**src/fush_consts.vh**
```
// register offsets, field positions and reset values of the floppy/serial shadow bank
`ifndef FUSH_CONSTS_VH
`define FUSH_CONSTS_VH

// byte addresses on the wishbone slave
`define FUSH_ADDR_FORCE      4'h0
`define FUSH_ADDR_RATE       4'h4
`define FUSH_ADDR_FIFO       4'h8
`define FUSH_ADDR_RATE_WR    4'hC

// force register fields
`define FUSH_FORCE_D0        0
`define FUSH_FORCE_D1        1

// rate shadow fields
`define FUSH_RATE_LO         0
`define FUSH_RATE_HI         1
`define FUSH_WRITE_SELECT_A_LO      2
`define FUSH_WRITE_SELECT_A_HI      4
`define FUSH_RATE_RSVD       5
`define FUSH_RATE_PDOWN      6
`define FUSH_RATE_SRST       7

// fifo control shadow fields
`define FUSH_FIFO_EN         0
`define FUSH_FIFO_RXCLR      1
`define FUSH_FIFO_TXCLR      2
`define FUSH_FIFO_DMA        3

// reset values and the rate shadow write mask
`define FUSH_FORCE_RESET     2'h0
`define FUSH_RATE_RESET      8'h00
`define FUSH_FIFO_RESET      8'h00
`define FUSH_RATE_WMASK      8'hDF

`endif

```
**src/fush_regs.v**
```verilog
// floppy force-disk-change register with rate and serial fifo control shadows
//
// Overview of operation
// - forced bit plus selected drive shows disk-changed active regardless of pin
// - force bit 0 controls drive 0 forced change; 1 active
// - force bit 1 controls drive 1 forced change; 1 active
// - force register bits 7 to 2 always read zero
// - rate shadow returns data-rate bits 0 and 1; bus writes ignored
// - rate shadow returns precompensation select in bits 2 through 4
// - rate shadow bit 5 reserved, bit 6 power-down, bit 7 soft reset
// - rate shadow cleared by main, standby power-on and hard reset
// - fifo shadow: enable bit0, rx clear bit1, tx clear bit2, dma bit3
// - force bit clears when its drive select and step both active
// - disk change flag is or of pin and both forced selected drives
//
// Decided for this implementation: register access over Wishbone and the placing of the registers.
`timescale 1ns/1ps
`include "fush_consts.vh"
module fush_regs (
	input  wire       clk,
	input  wire       rst,
	input  wire       main_power_on_reset,
	input  wire       standby_power_on_reset,
	input  wire       hard_reset,
	// classic wishbone slave
	input  wire       wb_cyc_i,
	input  wire       wb_stb_i,
	input  wire       wb_we_i,
	input  wire [3:0] wb_adr_i,
	input  wire [3:0] wb_sel_i,
	input  wire [31:0] wb_dat_i,
	output reg  [31:0] wb_dat_o,
	output reg        wb_ack_o,
	output reg        wb_err_o,
	// floppy pins, active low
	input  wire       disk_changed_in_n,
	input  wire       drive0_select_n,
	input  wire       drive1_select_n,
	input  wire       head_step_pulse_n,
	// write-only register writes seen from the cores
	input  wire       rate_wr,
	input  wire [7:0] rate_wdata,
	input  wire       fifo_wr,
	input  wire [7:0] fifo_wdata,
	// disk change flag toward the input register
	output reg        disk_change_flag
);
	// ****************************************
	// pin synchronisers
	// ****************************************
	wire dskchg_lvl_n;
	wire ds0_lvl_n;
	wire ds1_lvl_n;
	wire step_lvl_n;

	fush_sync2 u_sync_chg (
		.clk     (clk),
		.rst     (rst),
		.rst_val (1'b1),
		.pin     (disk_changed_in_n),
		.lvl     (dskchg_lvl_n)
	);
	fush_sync2 u_sync_ds0 (
		.clk     (clk),
		.rst     (rst),
		.rst_val (1'b1),
		.pin     (drive0_select_n),
		.lvl     (ds0_lvl_n)
	);
	fush_sync2 u_sync_ds1 (
		.clk     (clk),
		.rst     (rst),
		.rst_val (1'b1),
		.pin     (drive1_select_n),
		.lvl     (ds1_lvl_n)
	);
	fush_sync2 u_sync_stp (
		.clk     (clk),
		.rst     (rst),
		.rst_val (1'b1),
		.pin     (head_step_pulse_n),
		.lvl     (step_lvl_n)
	);

	wire first_drive_sel  = ~ds0_lvl_n;
	wire second_drive_sel = ~ds1_lvl_n;
	wire step_act         = ~step_lvl_n;

	// ****************************************
	// bus decode
	// ****************************************
	wire bus_req   = wb_cyc_i & wb_stb_i & ~wb_ack_o & ~wb_err_o;
	wire wr_lane0  = bus_req & wb_we_i & wb_sel_i[0];
	reg  hit_force;
	reg  hit_rate;
	reg  hit_fifo;
	reg  hit_rate_wr;

	// address decode as an if chain
	always @* begin
		hit_force   = 1'b0;
		hit_rate    = 1'b0;
		hit_fifo    = 1'b0;
		hit_rate_wr = 1'b0;
		if (wb_adr_i == `FUSH_ADDR_FORCE) begin
			hit_force = 1'b1;
		end else if (wb_adr_i == `FUSH_ADDR_RATE) begin
			hit_rate = 1'b1;
		end else if (wb_adr_i == `FUSH_ADDR_FIFO) begin
			hit_fifo = 1'b1;
		end else if (wb_adr_i == `FUSH_ADDR_RATE_WR) begin
			hit_rate_wr = 1'b1;
		end
	end

	wire hit_any = hit_force | hit_rate | hit_fifo | hit_rate_wr;

	// ****************************************
	// force disk change register
	// ****************************************
	reg  [1:0] force_reg;
	reg  [1:0] force_next;
	wire       clr0 = first_drive_sel & step_act;
	wire       clr1 = second_drive_sel & step_act;

	// software only sets; the step with select clears, and a clear wins
	// since software has no other way to drop the bit
	always @* begin
		force_next = force_reg;
		if (wr_lane0 && hit_force) begin
			force_next[0] = force_reg[0] | wb_dat_i[`FUSH_FORCE_D0];
			force_next[1] = force_reg[1] | wb_dat_i[`FUSH_FORCE_D1];
		end
		if (clr0) begin
			force_next[0] = 1'b0;
		end
		if (clr1) begin
			force_next[1] = 1'b0;
		end
	end

	always @(posedge clk) begin
		if (rst || main_power_on_reset || hard_reset) begin
			force_reg <= `FUSH_FORCE_RESET;
		end else begin
			force_reg <= force_next;
		end
	end

	// ****************************************
	// disk change flag
	// ****************************************
	// forced term overrides the pin while that drive is selected
	always @(posedge clk) begin
		if (rst) begin
			disk_change_flag <= 1'b0;
		end else begin
			disk_change_flag <= ~dskchg_lvl_n
				| (first_drive_sel & force_reg[0])
				| (second_drive_sel & force_reg[1]);
		end
	end

	// ****************************************
	// shadow registers
	// ****************************************
	wire       shadow_rst = rst | main_power_on_reset | standby_power_on_reset | hard_reset;
	wire [7:0] rate_shadow_reg;
	wire [7:0] fifo_shadow_reg;

	// rate shadow loads only from the core write port; the spare offset
	// is decoded and acknowledged but moves nothing, so bus writes stay inert
	fush_shadow8 u_rate (
		.clk   (clk),
		.rst   (shadow_rst),
		.load  (rate_wr),
		.wmask (`FUSH_RATE_WMASK),
		.din   (rate_wdata),
		.q     (rate_shadow_reg)
	);

	// all eight fifo control bits are kept, upper ones mirror as written
	fush_shadow8 u_fifo (
		.clk   (clk),
		.rst   (shadow_rst),
		.load  (fifo_wr),
		.wmask (8'hFF),
		.din   (fifo_wdata),
		.q     (fifo_shadow_reg)
	);

	// ****************************************
	// read mux and acknowledge
	// ****************************************
	reg [7:0] rd_byte;

	// shadows are read only; writes at their offsets are acknowledged and dropped
	always @* begin
		rd_byte = 8'h00;
		if (hit_force) begin
			rd_byte = {6'h00, force_reg};
		end else if (hit_rate) begin
			rd_byte = rate_shadow_reg;
		end else if (hit_fifo) begin
			rd_byte = fifo_shadow_reg;
		end
	end

	// one wait-free answer: ack or err the edge after the request is seen
	always @(posedge clk) begin
		if (rst) begin
			wb_ack_o <= 1'b0;
			wb_err_o <= 1'b0;
			wb_dat_o <= 32'h00000000;
		end else begin
			wb_ack_o <= bus_req & hit_any;
			wb_err_o <= bus_req & ~hit_any;
			if (bus_req && !wb_we_i) begin
				wb_dat_o <= {24'h000000, rd_byte};
			end
		end
	end
endmodule

```
**src/fush_shadow8.v**
```verilog
// eight-bit shadow of a write-only register, loaded on each write strobe
`timescale 1ns/1ps
module fush_shadow8 (
	input  wire       clk,
	input  wire       rst,
	input  wire       load,
	input  wire [7:0] wmask,
	input  wire [7:0] din,
	output reg  [7:0] q
);
	// masked bits stay zero so reserved positions never hold data
	always @(posedge clk) begin
		if (rst) begin
			q <= 8'h00;
		end else if (load) begin
			q <= din & wmask;
		end
	end
endmodule

```
**src/fush_sync2.v**
```verilog
// two-flop synchroniser for one pin level
`timescale 1ns/1ps
module fush_sync2 (
	input  wire clk,
	input  wire rst,
	input  wire rst_val,
	input  wire pin,
	output reg  lvl
);
	reg meta_reg;

	// first stage feeds only the second; reset value comes from a tie, so it is a constant per instance
	always @(posedge clk) begin
		if (rst) begin
			meta_reg <= rst_val;
			lvl      <= rst_val;
		end else begin
			meta_reg <= pin;
			lvl      <= meta_reg;
		end
	end
endmodule

```
**config.mk**
```make
export PLATFORM = sky130hd
export DESIGN_NAME = fush_regs
export DESIGN_NICKNAME = d
export VERILOG_FILES = /design/src/fush_regs.v /design/src/fush_shadow8.v /design/src/fush_sync2.v
export VERILOG_INCLUDE_DIRS = /design/src
export SDC_FILE = /design/constraint.sdc
export NUM_CORES = 1
export LEC_CHECK = 0
export BUFFER_PORTS_ARGS = -buffer_cell sky130_fd_sc_hd__buf_4
export CAP_MARGIN = 20
export CORE_MARGIN = 4
export CORE_UTILIZATION = 44
export DETAILED_ROUTE_END_ITERATION = 7
export PLACE_DENSITY = 0.92
export SETUP_SLACK_MARGIN = 0.1
export SLEW_MARGIN = 20
export SYNTH_ARGS = -nofsm -noshare
export SYNTH_HDL_FRONTEND = slang
export SYNTH_SLANG_ARGS = --single-unit
```
**constraint.sdc**
```tcl
create_clock -name clk -period 2.3 [get_ports clk]
set_input_delay 0.115 -clock clk [delete_from_list [all_inputs] [get_ports clk]]
set_output_delay 0.115 -clock clk [all_outputs]
set_load 0.05 [all_outputs]
```
==> impl_metrics.tcl <==
set metrics [dict create \
    dp_slack_ns 0.727 \
    critical_path_class "flop to flop" \
    leakage_nw 0.881 \
    cp.required_ns 2.60 \
    drc 0 \
    dp_hpwl_um 2380 \
    syn_area_um2 1570 \
    cts_made_buffers 5 \
    root_buffer "clkbuf_4" \
    slew_headroom_pct 63.5 \
    area_growth_pct 29.1 \
    r2r_start "wb_err_o" \
    drv_cap 0 \
    hold_path_class "primary input to flop" \
    die_y_um 67.6 \
    hold_end "u_fifo.q[4]" \
    overflow 0 \
    grt_pass1_vias 1074 \
    ys_seq_area_share_pct 46.0 \
    synth_warnings 0 \
    coreArea_um2 3390 \
    drt_first_pass_iters 4 \
    avgViaCountPerCell 4.55 \
    ys_ff_latch 36 \
    fmax_mhz 600 \
    die_width_um 67.6 \
    postCtsSetupBuffers 0 \
    antenna_found_initial 0 \
    netlist.top_cell.by_area "dfxtp_1" \
    grt_max_degree 22 \
    ir_worst_vdd_mv 0.286 \
    hold_viol_final 0 \
    path_clk_slew_ns 0.11 \
    tightestPinTransition_ns 0.548 \
    reg.largest.list "u_fifo.q: 8 flops, wb_dat_o: 8 flops, u_rate.q: 7 flops" \
    place_congestion 0.705 \
    nets 285 \
    multi_input_area_um2 702 \
    layout_commonest_cell "buf_4" \
    regArea_um2 721 \
    layout_common_cells "buf_4 (46), dfxtp_1 (36), conb_1 (24)" \
    rsz0062_at_grt "no" \
    startpoint_type "flop" \
    cp_data_arrival_time_ns 1.96 \
    drt_first_iter_violations 21 \
    antenna_left 0 \
    drv_slew 0 \
    cp-end-kind "flop" \
    cts.sinks 36 \
    r2r_end "wb_ack_o" \
    io_pins 105 \
    dr_total_vias 1193 \
    nFillCells 287 \
    min_from "fifo_wdata[4]" \
    fin_skew_ns 0.0102 \
    holdPathStages 3 \
    placed_cells 244 \
    layoutNonFillerInstCount 262 \
    synth_top_area_share_pct 46.0 \
    fin_tns_setup_ns 0 \
    worstPathMaxFanout 13 \
    clock_latency_ns 0.34 \
    initial_core_util_pct 46.2 \
    min_period_over_period_pct 72.4 \
    rrSetupSlack_ns 0.63 \
    fin_crit_ns 1.67 \
    syn_inst 162 \
    slowest_delay_ns 0.57 \
    avgSynthCellArea_um2 9.66 \
    grt.total_usage_pct 14.1 \
    synth.area.top_cells "dfxtp_1 (46%), buf_4 (12%), mux2i_1 (11%)" \
    totalWireLength_um 3030 \
    worstRegToRegCells 3 \
    slowest_stage "dlygate4sd3_1" \
    io_buffers 46 \
    htree_levels 2 \
    crit_start "wb_err_o" \
    fin_ws_ns 0.634 \
    wl_per_cell_um 11.6 \
    path_cells "nand4bb_1 > nor4_1 > dlygate4sd3_1" \
    status "finished, final reports clean" \
    drive_gt1_share_pct 30.1 \
    synth.distinct_cells 26 \
    finalSetupViolCount 0 \
    cts_buffer_depth 2 \
    dieArea_um2 4580 \
    antennaDiodeCount 0 \
    grt_pass1_wl_um 4750 \
    row_count 21 \
    p_per_area_nw_per_um2 637 \
    cts_tree "done" \
]
-- where the power goes --
group	switching, mW	leakage (nW)	total, mW	internal (mW)
clock network	0.214	0.0412	0.441	0.226
registers	0.00412	0.292	0.638	0.634
logic	0.136	0.548	0.209	0.0732
total	0.354	0.881	1.29	0.934
-- how the worst max path moves through the flow --
stage / endpoint / slack (ns) / cells past startpoint
2_1_floorplan: wb_dat_o[5] / 0.85 / 3
3_3_place_gp: wb_dat_o[5] / 0.74 / 3
3_5_place_dp: wb_dat_o[6] / 0.73 / 3
4_1_cts: wb_ack_o / 0.63 / 3
5_1_grt: wb_ack_o / 0.51 / 3
6_report: wb_ack_o / 0.63 / 3
-- cells in the mapped netlist, drive strengths merged --
cell type and count:
a21oi 3, a22oi 5, a2bb2oi 2, and2b 2
and4bb 1, buf 24, clkbuf 9, conb 1
dfxtp 36, inv 4, mux2i 17, nand2b 1
nand3b 1, nand4bb 1, nor2 17, nor2b 6
nor3 2, nor4 1, o21ai 6, o221ai 3
o31ai 5, o32ai 2, or2 9, or3 2
or4b 2
-- stage by stage --
stage	utilization (%)	power [mW]	instance area, um^2	hold WS [ns]
after floorplan	-	0.823	1650	0.192
after global placement	54.3	0.845	1840	0.299
after detailed placement	54.3	0.848	1840	0.302
after CTS	59.6	1.30	2020	0.000417
after global routing	59.6	1.34	2020	0.0106
final	59.6	1.29	2020	0.0122
-- per-layer routing --
metal	up-vias	track usage, %	part of all wire [%]
met5	-	0	0
met4	0	4.56	1.0
met3	4	5.82	8.5
met2	46	24.3	51
met1	530	15.5	40
li1	613	-	-
-- critical path: cells and delay by family, from the launching register on --
family	cells	cell delay, ns
buffers and inverters	1	0.57
flip-flops	1	0.32
AND/OR/NAND/NOR	2	0.72
-- cell type report --
type | count | share of cell area, %
Inverter | 4 | 0.743
Tap cell | 46 | 2.85
Clock inverter | 3 | 2.11
Clock buffer | 5 | 1.86
Sequential cell | 36 | 35.7
Multi-Input combinational cell | 112 | 34.7
Timing Repair Buffer | 56 | 22.0
-- cells by family after synthesis --
logic type | after synthesis | share of synthesized area (%)
and+or+nand+nor | 45 | 16.6
buffers and inverters | 37 | 14.6
DFF | 36 | 46.0
AOI/OAI and AO/OA | 26 | 11.6
muxes | 17 | 10.9
other | 1 | 0.240
-- repair_timing --
action	CTS	global route
resized for setup	0	0
hold buffers	10	0
hold endpoints to repair	9	0
No activity file was read; power rests on OpenSTA's default activity.
